File: config.mk
export PLATFORM = sky130hd
export DESIGN_NAME = frd_read_cmd
export DESIGN_NICKNAME = d
export VERILOG_FILES = /design/src/inc/frd_pkg.sv /design/src/verilog/frd_read_cmd.sv /design/src/verilog/frd_pair_buf.sv
export VERILOG_INCLUDE_DIRS = /design/src /design/src/inc
export SDC_FILE = /design/constraint.sdc
export NUM_CORES = 1
export LEC_CHECK = 0
export BUFFER_PORTS_ARGS = -buffer_cell sky130_fd_sc_hd__buf_2
export CAP_MARGIN = 20
export CORE_MARGIN = 4
export CORE_UTILIZATION = 35
export DETAILED_ROUTE_END_ITERATION = 10
export HOLD_SLACK_MARGIN = 0.06
export PLACE_DENSITY = 0.58
export REMOVE_ABC_BUFFERS = 1
export SLEW_MARGIN = 30
export SYNTH_ARGS = -nofsm -noshare
export SYNTH_HDL_FRONTEND = slang
export SYNTH_SLANG_ARGS = --single-unit
File: constraint.sdc
create_clock -name clk_sys -period 5.3 [get_ports clk_sys]
set_input_delay 0.795 -clock clk_sys [delete_from_list [all_inputs] [get_ports clk_sys]]
set_output_delay 0.795 -clock clk_sys [all_outputs]
set_load 0.05 [all_outputs]
File: src/inc/frd_map.svh
// Purpose: constants for the floppy data-transfer command block
// Assumes: one 10 MHz system clock, byte-wide command and result port
// Notes: Behaviour list below, one tag per line
//
// Behaviour
// unknown command byte is a no-op to standby, result is one byte 80h
// perpendicular setup code 12h, then one byte of ow, drive, gap, gate bits
// read-id returns first error-free id on the cylinder in the result bytes
// read, write, verify share parameters and results; only bits 0-4 differ
// implied seek runs first when enabled, drive busy active during it
// failed implied seek reports error in status 0 and failing cylinder
// host writes nine bytes to start a sector read
// load head if unloaded, settle, scan ids, stream matching sector into fifo
// after each sector, increment sector number and read the next one
// terminal count or overrun stops delivery, sector finishes with crc check
// size code n gives 128 shifted left by n bytes per sector, up to 07
// size zero and length byte below 128 transfers only that many bytes
// host sets length byte to ff for nonzero size; it is then ignored
// multi-track runs side 0 sector 1 through last sector of side 1
// head stays loaded until unload interval ends; early command skips settle
// two index pulses without the sector: code 01, no-data flag, end
// crc error: code 01, data-error flag, data-crc flag on bad id crc
// skip clear: deleted mark read, control-mark set, no increment, end
// skip set: deleted sector skipped unread, control-mark set
// dump byte gives sector count after format, end-of-track after read/write
// drive select bits are internal only; software keeps select pins matching
// data command result is seven bytes: st0, st1, st2, c, h, r, n
// host writes only when ready for input, reads only when output ready
`ifndef FRD_MAP_SVH
`define FRD_MAP_SVH

`define FRD_OP_RD 5'h06
`define FRD_OP_RDDEL 5'h0c
`define FRD_OP_WR 5'h05
`define FRD_OP_WRDEL 5'h09
`define FRD_OP_VFY 5'h16
`define FRD_OP_RDID 5'h0a
`define FRD_OP_FMT 5'h0d
`define FRD_OP_PERP 8'h12
`define FRD_OP_LOCK 7'h14
`define FRD_LEN_DATA 4'h9
`define FRD_LEN_TWO 4'h2
`define FRD_LEN_FMT 4'h6
`define FRD_LEN_ONE 4'h1
`define FRD_RES_INVALID 8'h80
`define FRD_RES_LEN 3'h7
`define FRD_ST0_ABN 8'h40
`define FRD_ST0_EQUIP 8'h10
`define FRD_ST1_DATA_ERR 8'h20
`define FRD_ST1_NO_DATA 8'h04
`define FRD_ST2_CTRL_MARK 8'h40
`define FRD_ST2_DATA_CRC 8'h20
`define FRD_SECT_BASE 15'h0080
`define FRD_DTL_LIMIT 8'h80
`define FRD_CLK_NS 100
`define FRD_T_MS_NS 1000000
`define FRD_MS_CYCLES (`FRD_T_MS_NS / `FRD_CLK_NS)

`endif

File: src/inc/frd_pkg.sv
// Purpose: types for the floppy data-transfer command block
// Assumes: frd_map.svh is on the include path
// Notes: state of each module is one packed struct
`include "frd_map.svh"
package frd_pkg;

  typedef enum logic [2:0] {
    S_IDLE = 3'b000,
    S_PARAM = 3'b001,
    S_SEEK = 3'b010,
    S_SETTLE = 3'b011,
    S_SEARCH = 3'b100,
    S_DATA = 3'b101,
    S_RESULT = 3'b110
  } frd_state_t;

  typedef enum logic [2:0] {
    CL_DATA = 3'b000,
    CL_RDID = 3'b001,
    CL_PERP = 3'b010,
    CL_LOCK = 3'b011,
    CL_FMT = 3'b100,
    CL_BAD = 3'b101
  } frd_class_t;

  typedef struct packed {
    frd_state_t st;
    frd_class_t cls;
    logic [8:0][7:0] prm;
    logic [3:0] pcnt;
    logic [3:0] plen;
    logic [6:0][7:0] res;
    logic [2:0] ridx;
    logic [2:0] rlen;
    logic [2:0] tc_s;
    logic [2:0] ix_s;
    logic tc_l;
    logic ix_l;
    logic stop;
    logic matched;
    logic deleted;
    logic idx_seen;
    logic [13:0] ms_cnt;
    logic [7:0] tmr;
    logic head_ld;
    logic [7:0] cyl;
    logic [7:0] hd;
    logic [7:0] sec;
    logic [14:0] pos;
    logic [7:0] st0;
    logic [7:0] st1;
    logic [7:0] st2;
    logic fmt_last;
    logic [7:0] fmt_sc;
    logic [7:0] eot_last;
    logic lock;
    logic [7:0] perp;
    logic push;
    logic [7:0] push_data;
  } frd_reg_t;

  typedef struct packed {
    logic [1:0][7:0] mem;
    logic wp;
    logic rp;
    logic [1:0] cnt;
  } frd_buf_t;

  function automatic frd_class_t frd_cmd_class(input logic [7:0] b);
    if (b == `FRD_OP_PERP) return CL_PERP;
    if (b[6:0] == `FRD_OP_LOCK) return CL_LOCK;
    unique case (b[4:0])
      `FRD_OP_RD, `FRD_OP_RDDEL, `FRD_OP_WR, `FRD_OP_WRDEL, `FRD_OP_VFY: return CL_DATA;
      `FRD_OP_RDID: return CL_RDID;
      `FRD_OP_FMT: return CL_FMT;
      default: return CL_BAD;
    endcase
  endfunction : frd_cmd_class

  function automatic logic [3:0] frd_cmd_len(input frd_class_t c);
    unique case (c)
      CL_DATA: return `FRD_LEN_DATA;
      CL_RDID, CL_PERP: return `FRD_LEN_TWO;
      CL_FMT: return `FRD_LEN_FMT;
      default: return `FRD_LEN_ONE;
    endcase
  endfunction : frd_cmd_len

endpackage : frd_pkg

File: src/verilog/frd_read_cmd.sv
// Purpose: command phases and sector read engine of a floppy controller
// Assumes: id fields, data marks and bytes arrive decoded on clk_sys
// Notes: write and verify search like a read but deliver no bytes
`timescale 1ns/1ns
`include "frd_map.svh"
module frd_read_cmd import frd_pkg::*; #(
  parameter int MS_CYCLES = `FRD_MS_CYCLES
) (
  // clock and reset
  input wire logic clk_sys,
  input wire logic rst_b,
  // command and result bytes
  input wire logic cmd_wr,
  input wire logic [7:0] cmd_data,
  output logic cmd_ready,
  input wire logic res_rd,
  output logic [7:0] res_data,
  output logic res_valid,
  // sector data stream and terminal count pin
  output logic [7:0] xfer_data,
  output logic xfer_valid,
  input wire logic xfer_ready,
  input wire logic terminal_count,
  // configuration from setup commands
  input wire logic implied_seek_en,
  input wire logic [7:0] settle_ms,
  input wire logic [7:0] unload_ms,
  // seek engine
  output logic seek_req,
  output logic [7:0] seek_cyl,
  input wire logic seek_done,
  input wire logic seek_fail,
  input wire logic [7:0] seek_fail_cyl,
  // drive and data separator
  input wire logic index_pulse_in_b,
  input wire logic id_valid,
  input wire logic [7:0] id_cyl,
  input wire logic [7:0] id_head,
  input wire logic [7:0] id_sec,
  input wire logic [7:0] id_size,
  input wire logic id_crc_ok,
  input wire logic mark_valid,
  input wire logic mark_deleted,
  input wire logic disk_byte_valid,
  input wire logic [7:0] disk_byte,
  input wire logic data_crc_done,
  input wire logic data_crc_ok,
  output logic head_load,
  output logic drive_busy,
  // perpendicular, lock and dump state
  output logic overwrite_enable,
  output logic [3:0] perp_drive_bits,
  output logic gap_length_select,
  output logic write_gate_timing,
  output logic lock_state,
  output logic [7:0] dump_sc_eot
);
  frd_reg_t q;
  frd_reg_t n;
  logic buf_in_ready;
  logic tick;
  logic ix_rise;
  logic go_res;
  logic read_op;
  logic del_cmd;
  logic multi_track;
  logic skip_deleted;
  logic id_match;
  logic last_sector;
  logic [14:0] sect_bytes;
  logic [14:0] xfer_len;

  frd_pair_buf u_buf (
    .clk_sys(clk_sys),
    .rst_b(rst_b),
    .in_valid(q.push),
    .in_data(q.push_data),
    .in_ready(buf_in_ready),
    .out_valid(xfer_valid),
    .out_data(xfer_data),
    .out_ready(xfer_ready)
  );

  assign cmd_ready = (q.st == S_IDLE) || (q.st == S_PARAM);
  assign res_valid = (q.st == S_RESULT);
  assign res_data = q.res[q.ridx];
  assign seek_req = (q.st == S_SEEK);
  assign seek_cyl = q.prm[2];
  assign head_load = q.head_ld;
  assign drive_busy = (q.st == S_SEEK) || (q.st == S_SETTLE) ||
                      (q.st == S_SEARCH) || (q.st == S_DATA);
  assign overwrite_enable = q.perp[7];
  assign perp_drive_bits = q.perp[5:2];
  assign gap_length_select = q.perp[1];
  assign write_gate_timing = q.perp[0];
  assign lock_state = q.lock;
  assign dump_sc_eot = q.fmt_last ? q.fmt_sc : q.eot_last;

  always_comb begin
    n = q;
    go_res = 1'b0;
    last_sector = 1'b0;
    tick = (q.ms_cnt == 14'(MS_CYCLES - 1));
    n.ms_cnt = tick ? 14'd0 : q.ms_cnt + 14'd1;
    n.push = 1'b0;
    // pin inputs: a change counts once second and third stage agree
    n.tc_s = {q.tc_s[1:0], terminal_count};
    n.ix_s = {q.ix_s[1:0], ~index_pulse_in_b};
    if (q.tc_s[2] == q.tc_s[1]) n.tc_l = q.tc_s[2];
    if (q.ix_s[2] == q.ix_s[1]) n.ix_l = q.ix_s[2];
    ix_rise = n.ix_l && !q.ix_l;
    // bits 0-4 pick the operation, all else shared
    read_op = (q.prm[0][4:0] == `FRD_OP_RD) || (q.prm[0][4:0] == `FRD_OP_RDDEL);
    del_cmd = (q.prm[0][4:0] == `FRD_OP_RDDEL);
    multi_track = q.prm[0][7];
    skip_deleted = q.prm[0][5];
    sect_bytes = `FRD_SECT_BASE << q.prm[5][2:0];
    if (q.prm[5][2:0] == 3'd0 && q.prm[8] < `FRD_DTL_LIMIT) begin
      xfer_len = {7'd0, q.prm[8]};
    end else begin
      xfer_len = sect_bytes;
    end
    id_match = (id_cyl == q.cyl) && (id_head == q.hd) &&
               (id_sec == q.sec) && (id_size == q.prm[5]);
    // overrun acts as an implied terminal count
    if (q.push && !buf_in_ready) n.stop = 1'b1;
    unique case (q.st)
      S_IDLE: begin
        if (q.head_ld && tick) begin
          if (q.tmr == 8'd0) begin
            n.head_ld = 1'b0;
          end else begin
            n.tmr = q.tmr - 8'd1;
          end
        end
        if (cmd_wr) begin
          n.prm[0] = cmd_data;
          n.cls = frd_cmd_class(cmd_data);
          n.plen = frd_cmd_len(n.cls);
          n.pcnt = 4'd1;
          n.ridx = 3'd0;
          n.rlen = 3'd1;
          if (n.cls == CL_BAD) begin
            n.res[0] = `FRD_RES_INVALID;
            n.st = S_RESULT;
          end else if (n.cls == CL_LOCK) begin
            n.lock = cmd_data[7];
            n.res[0] = {3'd0, cmd_data[7], 4'd0};
            n.st = S_RESULT;
          end else begin
            n.st = S_PARAM;
          end
        end
      end
      S_PARAM: begin
        if (cmd_wr) begin
          n.prm[q.pcnt] = cmd_data;
          n.pcnt = q.pcnt + 4'd1;
          if (q.pcnt == q.plen - 4'd1) begin
            unique case (q.cls)
              CL_PERP: begin
                n.perp = cmd_data;
                n.st = S_IDLE;
              end
              CL_FMT: begin
                n.fmt_last = 1'b1;
                n.fmt_sc = q.prm[3];
                n.st0 = 8'd0;
                n.st1 = 8'd0;
                n.st2 = 8'd0;
                go_res = 1'b1;
              end
              default: begin
                if (q.cls == CL_DATA) begin
                  n.fmt_last = 1'b0;
                  n.eot_last = q.prm[6];
                end
                n.cyl = q.prm[2];
                n.hd = q.prm[3];
                n.sec = q.prm[4];
                n.st0 = 8'd0;
                n.st1 = 8'd0;
                n.st2 = 8'd0;
                n.stop = 1'b0;
                n.matched = 1'b0;
                n.idx_seen = 1'b0;
                n.tmr = q.head_ld ? 8'd0 : settle_ms;
                n.st = implied_seek_en ? S_SEEK : S_SETTLE;
              end
            endcase
          end
        end
      end
      S_SEEK: begin
        if (seek_fail) begin
          n.st0 = `FRD_ST0_ABN | `FRD_ST0_EQUIP;
          n.cyl = seek_fail_cyl;
          go_res = 1'b1;
        end else if (seek_done) begin
          n.st = S_SETTLE;
        end
      end
      S_SETTLE: begin
        n.head_ld = 1'b1;
        if (q.tmr == 8'd0) begin
          n.st = S_SEARCH;
        end else if (tick) begin
          n.tmr = q.tmr - 8'd1;
        end
      end
      S_SEARCH: begin
        if (q.stop) begin
          go_res = 1'b1;
        end else if (ix_rise && q.idx_seen) begin
          n.st0 = q.st0 | `FRD_ST0_ABN;
          n.st1 = q.st1 | `FRD_ST1_NO_DATA;
          go_res = 1'b1;
        end else if (ix_rise) begin
          n.idx_seen = 1'b1;
        end else if (id_valid && !id_crc_ok && q.cls != CL_RDID) begin
          n.st0 = q.st0 | `FRD_ST0_ABN;
          n.st1 = q.st1 | `FRD_ST1_DATA_ERR;
          n.st2 = q.st2 | `FRD_ST2_DATA_CRC;
          go_res = 1'b1;
        end else if (id_valid && id_crc_ok && q.cls == CL_RDID) begin
          n.cyl = id_cyl;
          n.hd = id_head;
          n.sec = id_sec;
          n.prm[5] = id_size;
          go_res = 1'b1;
        end else if (id_valid) begin
          n.matched = id_crc_ok && id_match;
        end else if (mark_valid && q.matched) begin
          n.matched = 1'b0;
          n.deleted = mark_deleted ^ del_cmd;
          n.pos = 15'd0;
          n.st = S_DATA;
        end
      end
      S_DATA: begin
        if (disk_byte_valid) begin
          n.pos = q.pos + 15'd1;
          // skipped sector and stopped transfer still run to the crc
          if (read_op && !(q.deleted && skip_deleted) && !q.stop && q.pos < xfer_len) begin
            n.push = 1'b1;
            n.push_data = disk_byte;
          end
        end
        if (data_crc_done) begin
          if (!data_crc_ok) begin
            n.st0 = q.st0 | `FRD_ST0_ABN;
            n.st1 = q.st1 | `FRD_ST1_DATA_ERR;
            go_res = 1'b1;
          end else if (q.deleted && !skip_deleted) begin
            n.st2 = q.st2 | `FRD_ST2_CTRL_MARK;
            go_res = 1'b1;
          end else begin
            if (q.deleted) n.st2 = q.st2 | `FRD_ST2_CTRL_MARK;
            if (q.sec == q.prm[6]) begin
              n.sec = 8'd1;
              n.hd = {q.hd[7:1], ~q.hd[0]};
              if (multi_track && !q.hd[0]) begin
                last_sector = 1'b0;
              end else begin
                if (!multi_track) n.hd = q.hd;
                n.cyl = q.cyl + 8'd1;
                last_sector = 1'b1;
              end
            end else begin
              n.sec = q.sec + 8'd1;
            end
            if (last_sector || q.stop || n.stop || n.tc_l) begin
              go_res = 1'b1;
            end else begin
              n.idx_seen = 1'b0;
              n.st = S_SEARCH;
            end
          end
        end
      end
      S_RESULT: begin
        if (res_rd) begin
          n.ridx = q.ridx + 3'd1;
          if (q.ridx == q.rlen - 3'd1) begin
            n.st = S_IDLE;
            n.tmr = unload_ms;
          end
        end
      end
      default: begin
        n.st = S_IDLE;
      end
    endcase
    if (n.tc_l && (q.st == S_SEARCH || q.st == S_DATA)) n.stop = 1'b1;
    if (go_res) begin
      // drive select bits only echo into status 0
      n.res[0] = n.st0 | {5'd0, q.prm[1][2:0]};
      n.res[1] = n.st1;
      n.res[2] = n.st2;
      n.res[3] = n.cyl;
      n.res[4] = n.hd;
      n.res[5] = n.sec;
      n.res[6] = n.prm[5];
      n.rlen = `FRD_RES_LEN;
      n.ridx = 3'd0;
      n.st = S_RESULT;
    end
  end

  always_ff @(posedge clk_sys or negedge rst_b) begin
    if (!rst_b) begin
      q <= '0;
    end else begin
      q <= n;
    end
  end

  property p_invalid_result;
    @(posedge clk_sys) disable iff (!rst_b)
      (q.st == S_IDLE && cmd_wr && frd_cmd_class(cmd_data) == CL_BAD)
      |=> (res_valid && res_data == `FRD_RES_INVALID && q.rlen == 3'd1);
  endproperty
  a_invalid_result: assert property (p_invalid_result) else $error("bad code result");

  property p_perp_load;
    @(posedge clk_sys) disable iff (!rst_b)
      (q.st == S_PARAM && q.cls == CL_PERP && cmd_wr)
      |=> (q.perp == $past(cmd_data) && q.st == S_IDLE);
  endproperty
  a_perp_load: assert property (p_perp_load) else $error("perp byte not taken");

  property p_seek_busy;
    @(posedge clk_sys) disable iff (!rst_b) seek_req |-> drive_busy;
  endproperty
  a_seek_busy: assert property (p_seek_busy) else $error("busy low during seek");

  property p_seek_fail;
    @(posedge clk_sys) disable iff (!rst_b)
      (q.st == S_SEEK && seek_fail)
      |=> (res_valid && q.res[3] == $past(seek_fail_cyl) && q.res[0][7:6] == 2'b01);
  endproperty
  a_seek_fail: assert property (p_seek_fail) else $error("seek failure report");

  property p_search_loaded;
    @(posedge clk_sys) disable iff (!rst_b)
      (q.st == S_SEARCH || q.st == S_DATA) |-> head_load;
  endproperty
  a_search_loaded: assert property (p_search_loaded) else $error("search unloaded");

  property p_stop_quiet;
    @(posedge clk_sys) disable iff (!rst_b) (q.stop && $past(q.stop)) |=> !q.push;
  endproperty
  a_stop_quiet: assert property (p_stop_quiet) else $error("byte after stop");

  property p_no_data;
    @(posedge clk_sys) disable iff (!rst_b)
      (q.st == S_SEARCH && !q.stop && q.idx_seen && ix_rise)
      |=> (res_valid && q.res[1][2] && q.res[0][7:6] == 2'b01);
  endproperty
  a_no_data: assert property (p_no_data) else $error("no-data not reported");

  property p_seven_bytes;
    @(posedge clk_sys) disable iff (!rst_b)
      (q.st == S_DATA && data_crc_done && !data_crc_ok)
      |=> (q.rlen == 3'd7 && q.ridx == 3'd0 && q.res[1][5]);
  endproperty
  a_seven_bytes: assert property (p_seven_bytes) else $error("result length");

  property p_ports_excl;
    @(posedge clk_sys) disable iff (!rst_b) !(cmd_ready && res_valid);
  endproperty
  a_ports_excl: assert property (p_ports_excl) else $error("ready and valid both");

endmodule : frd_read_cmd

File: src/verilog/frd_pair_buf.sv
// Purpose: two-entry byte buffer between sector reader and transfer port
// Assumes: single clock, valid/ready on both sides
// Notes: in_ready low only when both entries hold data
`timescale 1ns/1ns
module frd_pair_buf import frd_pkg::*; (
  // clock and reset
  input wire logic clk_sys,
  input wire logic rst_b,
  // fill side
  input wire logic in_valid,
  input wire logic [7:0] in_data,
  output logic in_ready,
  // drain side
  output logic out_valid,
  output logic [7:0] out_data,
  input wire logic out_ready
);
  frd_buf_t q;
  frd_buf_t n;
  logic do_in;
  logic do_out;

  assign in_ready = (q.cnt != 2'd2);
  assign out_valid = (q.cnt != 2'd0);
  assign out_data = q.mem[q.rp];

  always_comb begin
    n = q;
    do_in = in_valid && in_ready;
    do_out = out_valid && out_ready;
    if (do_in) begin
      n.mem[q.wp] = in_data;
      n.wp = ~q.wp;
    end
    if (do_out) begin
      n.rp = ~q.rp;
    end
    n.cnt = q.cnt + {1'b0, do_in} - {1'b0, do_out};
  end

  always_ff @(posedge clk_sys or negedge rst_b) begin
    if (!rst_b) begin
      q <= '0;
    end else begin
      q <= n;
    end
  end

  property p_no_overfill;
    @(posedge clk_sys) disable iff (!rst_b) (q.cnt == 2'd2 && !out_ready) |=> (q.cnt == 2'd2);
  endproperty
  a_no_overfill: assert property (p_no_overfill) else $error("buffer lost its fill");

endmodule : frd_pair_buf

# After elaboration in Yosys (flattened, before gate mapping)
# Cells that the tools add are included.
[word_totals] output_inout_bits=46 ramBits=0 reg_bits=301 word_cells=422 input_bits=89 n_memories=0 latchBits=0 romBits=0
[classes] bitwise_logic=15 add_sub_neg=11 n_eq_ne=82 n_reduce_logical=80 shift=1 mux=173 order_cmp=8 multipliers=0 div=0
[ops] op="8-bit two-way mux" count=30
[ops] op="24-bit two-way mux" count=7
[ops] op="63-bit two-way mux" count=2
[ops] op="16-bit case mux with 3 select lines" count=2
[ops] op="8-bit case mux with 4 select lines" count=3
[ops] op="3-bit two-way mux" count=31
[ops] op="15-bit two-way mux" count=6
[ops] op="41-bit two-way mux" count=2
[ops] op="39-bit two-way mux" count=2
[ops] op="72-bit bitwise mux" count=1
[ops] op="16-bit two-way mux" count=4
[ops] op="52-bit two-way mux" count=1
[ops] op="25-bit case mux with 2 select lines" count=1
[ops] op="23-bit two-way mux" count=2
[ops] op="1-bit two-way mux" count=45
[ops] op="14-bit two-way mux" count=3
[ops] op="8-bit equality test" count=5
[ops] op="2-bit != test, second input constant" count=20
[ops] op="3-bit != test, second input constant" count=13
[ops] op="9-bit two-way mux" count=4
[ops] op="8-bit demux with 4-bit select" count=1
[ops] op="15-bit case mux with 2 select lines" count=1
[ops] op="5-bit by 4-bit equality test with 1-bit output, second input constant" count=5
[ops] op="1-bit logical AND" count=25
[ops] op="other kinds (68)" count=154

# Logic depth before layout (Yosys ltp)
[logic_depth] ltp_word=18 ltp_mapped=11 ltp_nobuf=9

# Cells and area by module
# Synthesis repeated with hierarchy kept, for this count alone.
[unflattened] hier_cells=1455 area_unflattened_um2=15331.0
[modules_own_cells] mod="frd_read_cmd" seq_area_each_um2=6631.4 area_each_um2=14358.8 n_inst=1 cells_each=1395
[modules_own_cells] mod="frd_pair_buf" seq_area_each_um2=500.5 area_each_um2=972.2 n_inst=1 cells_each=60

# Least setup slack after synthesis
# Ideal clock, no wire load.
[synth_path] path_type="register to output" start="reg q[137] (netlist bit)" end="out res_data[0]" path_stages_with_launch=6 t_arrival_ns=2.186 required_ns=4.505 n_path_buf=2 setup_slack_ns=2.319 cell_sequence="dfrtp_1 > clkbuf_1 > clkbuf_1 > mux4_2 > nor2_1 > a21oi_1"
[synth_via] elab_chain_len=2
[synth_lines] element="from (decl)" line_no="frd_read_cmd.sv:58" rtl="frd_reg_t q;"
[synth_lines] element="from (signal assigned)" line_no="frd_read_cmd.sv:314" rtl="q <= n;"
[synth_lines] element="8-bit binary-select mux with 3-bit select" line_no="frd_read_cmd.sv:86" rtl="assign res_data = q.res[q.ridx];"
[synth_lines] element="8-bit two-way mux (implied by the code)" line_no="frd_read_cmd.sv:86"
[synth_lines] element="to (decl)" line_no="frd_read_cmd.sv:17" rtl="output logic [7:0] res_data,"
# No other way between the ends. The select of a mux whose other input is x is not followed.

# Final worst setup path
[layout_path] start="reg q[137] (netlist bit)" end="out res_data[6]"
# Same word-level chain as after synthesis.

==> results.cfg <==
[clocking]
clkTransAtPathRegs_ps = 60
numCtsBuffers = 35
clk_path_buf_depth = 3
cts_setup_buffers = 0
cts_resized = 0
htree_levels = 2
cts_tree = built
insertion_delay_ps = 550
cts_root_buf = clkbuf_16
cts_num_sinks = 285
ctsHoldBuffers = 0

[timing]
relSlewSlack_pct = 38.23
timing.final.crit_share_pct = 71.41
setup_viol = 0
grt_setup_unrepaired = no
drv_slew = 0
hold-worst-slack_ps = 284.8
worst_pin_slew_ps = 926.6
tns_ps = 0
hold_violations = 0
fin_skew_ps = 25.56
min_period_ps = 3785
fmax_mhz = 264.2

[worst_setup_path]
crit_fanout = 10
path_cells = buf_4 -> nor2b_1 -> a21oi_1 -> a21oi_1 -> buf_2
r2r_start = q[279]$_DFFE_PN0P_
crit_arrival_ps = 2990
crit_start = q[137]$_DFFE_PN0P_
critPathKind = reg -> out
path_common_cell = a21oi_1
critical_path_buf_inv_count = 2
critPathCaptureType = output pin
start_kind = flip-flop
critPathMaxStageDelay_ps = 620
critPathSlowestCell = dfrtp_1
required_ps = 4510
cpLargestDelayFamily = flip-flops

[pwr]
power_density_nw_per_um2 = 502.9
vdd_drop_max_v = 0.0003060
total_power_mw = 8.507
cellLeakagePower_nw = 7.960

[floorplanning]
die-height_um = 212.9
fp.dieW_um = 212.9
boundaryPins = 135
rows = 74
initial_utilization_pct = 35.68
dieArea_sq_um = 45340
core-area_sq_um = 41200

[detailed_routing]
postRouteAntennaNets = 0
top_layer = met4
wl_mm = 43.37
drc = 0
vias_per_cell = 5.506
drt_first_iter_violations = 898
num_vias = 11450
dr.pass1.iters = 8
wl_per_cell_um = 20.85
wl_met1_mm = 20.27
wl_met3_mm = 2.616
wl_met2_mm = 19.56

[synth]
synth.cell_area_sq_um = 14700
yosys_most_used_dff = dfrtp_1
yosys.cell_types.count = 81
synth_seq_cells = 285
synth_edf_count = 0
syn-instance-count = 1424
synthMuxAreaShare_pct = 10.88
synth_area_leader_cell = dfrtp_1
synth.top_cell.area_share_pct = 48.52
synthAdderAreaFrac_pct = 2.758
synth_compound_area_share_pct = 11.95
synth_top_family_by_area = simple AND/OR/NAND/NOR gates
syn_area_per_cell_sq_um = 10.32
synthSimpleGateAreaFrac_pct = 16.68
ys_warn_count = 0
synth.area.top_cells = dfrtp_1 49%, mux2_2 8.7%, nor2_1 3.4%
synth_xor_area_share_pct = 5.065
synth_seq_area_share_pct = 48.52
synthArstFlopShare_pct = 100.0
yosys.cell_count.top_type = dfrtp_1
yosys-top-cells-count = 285 x dfrtp_1, 135 x nor2_1, 134 x nand2_1, 113 x mux2_2, 94 x a21oi_1

[placement]
dp.final_hpwl_mm = 31.30
port_buffers = 134
placed_cells = 2017
gp_congestion = 0.9492

[layout]
multi_input_area_sq_um = 6977
seqCellArea_sq_um = 7132
drive_above_1_share_pct = 22.87
fillers = 4039
instances_no_fill = 2080
num-nets-final = 1642
fin_util_pct = 41.06
syn_to_final_growth_pct = 15.08
antenna_cells = 0

[grt]
gr-usage-all-layers_pct = 19.22
grt_max_degree = 109
grt_pass1_vias = 11350
antenna_found_initial = 0
grt_overflow = 0
grt_pass1_wl_mm = 67.75

[status]
status = completed

[worst_hold_path]
hold_class = in -> async

[flow_run]
cap_violations = 0
cell type report:
class,instances,share of cell area (%)
Sequential cell,285,42.16
Multi-Input combinational cell,1009,41.24
Clock buffer,56,6.420
Timing Repair Buffer,153,4.963
Tap cell,532,3.935
Inverter,39,0.8654
Clock inverter,6,0.4142
per-stage QoR:
stage	instance area [sq um]	worst slack, ps
2_1_floorplan	14240	2059
3_3_place_gp	15730	1400
3_5_place_dp	15740	1311
4_1_cts	16900	1556
5_1_grt	16920	1315
6_report	16920	1515
flip-flops by register name (all words and copies together), names as in the netlist:
name	cells
write_gate_timing	1
u_buf.q	20
n	4
overwrite_enable	1
gap_length_select	1
head_load	1
multi_track	1
seek_cyl	8
q	243
perp_drive_bits	4
lock_state	1
final timing paths:
| check | end | slack, ps | cells past startpoint |
|---|---|---|---|
| worst min-delay path | q[43]$_DFF_PN0_ | 280 | 1 |
| min in group clk_sys | n[132]$_DFF_PN0_ | 360 | 0 |
| worst min register to register | n[132]$_DFF_PN0_ | 360 | 0 |
| worst max register to register | q[278]$_DFFE_PN0P_ | 1560 | 7 |
| max in group asynchronous | q[165]$_DFFE_PN0P_ | 3910 | 2 |
| worst max-delay path | res_data[6] | 1520 | 5 |
where the power goes:
group,total [mW],leakage [nW],internal [mW],switching [mW]
Clock,2.39,0.571,1.45,0.937
Combinational,3.08,3.65,1.09,1.99
Sequential,3.03,3.74,2.59,0.445
Total,8.51,7.96,5.13,3.38
metal layers:
| layer | vias to the layer above | GRT usage (%) |
|---|---|---|
| met5 | - | 0 |
| met1 | 5758 | 28.57 |
| met2 | 349 | 29.09 |
| met3 | 69 | 3.291 |
| met4 | 0 | 5.287 |
| li1 | 5276 | - |
logic make-up after synthesis:
logic type	count (synthesis)
and+or+nand+nor	486
DFF	285
AOI/OAI and AO/OA	270
muxes	135
buffers and inverters	130
xor gates and xnor gates	85
adders and majority gates	33
placed cells by master, fill, tap and decap left out, drive strengths merged, types with 19 or more instances in the layout:
cell type	n
xnor2	46
nor3	25
buf	153
nand2	134
mux2	115
a222oi	19
nand3	38
nor4	19
clkbuf	56
dfrtp	285
a21oi	94
nor2	135
o21ai	64
nand4	23
xor2	39
ha	30
inv	39
Note: power is estimated with default switching activity, not from simulation.
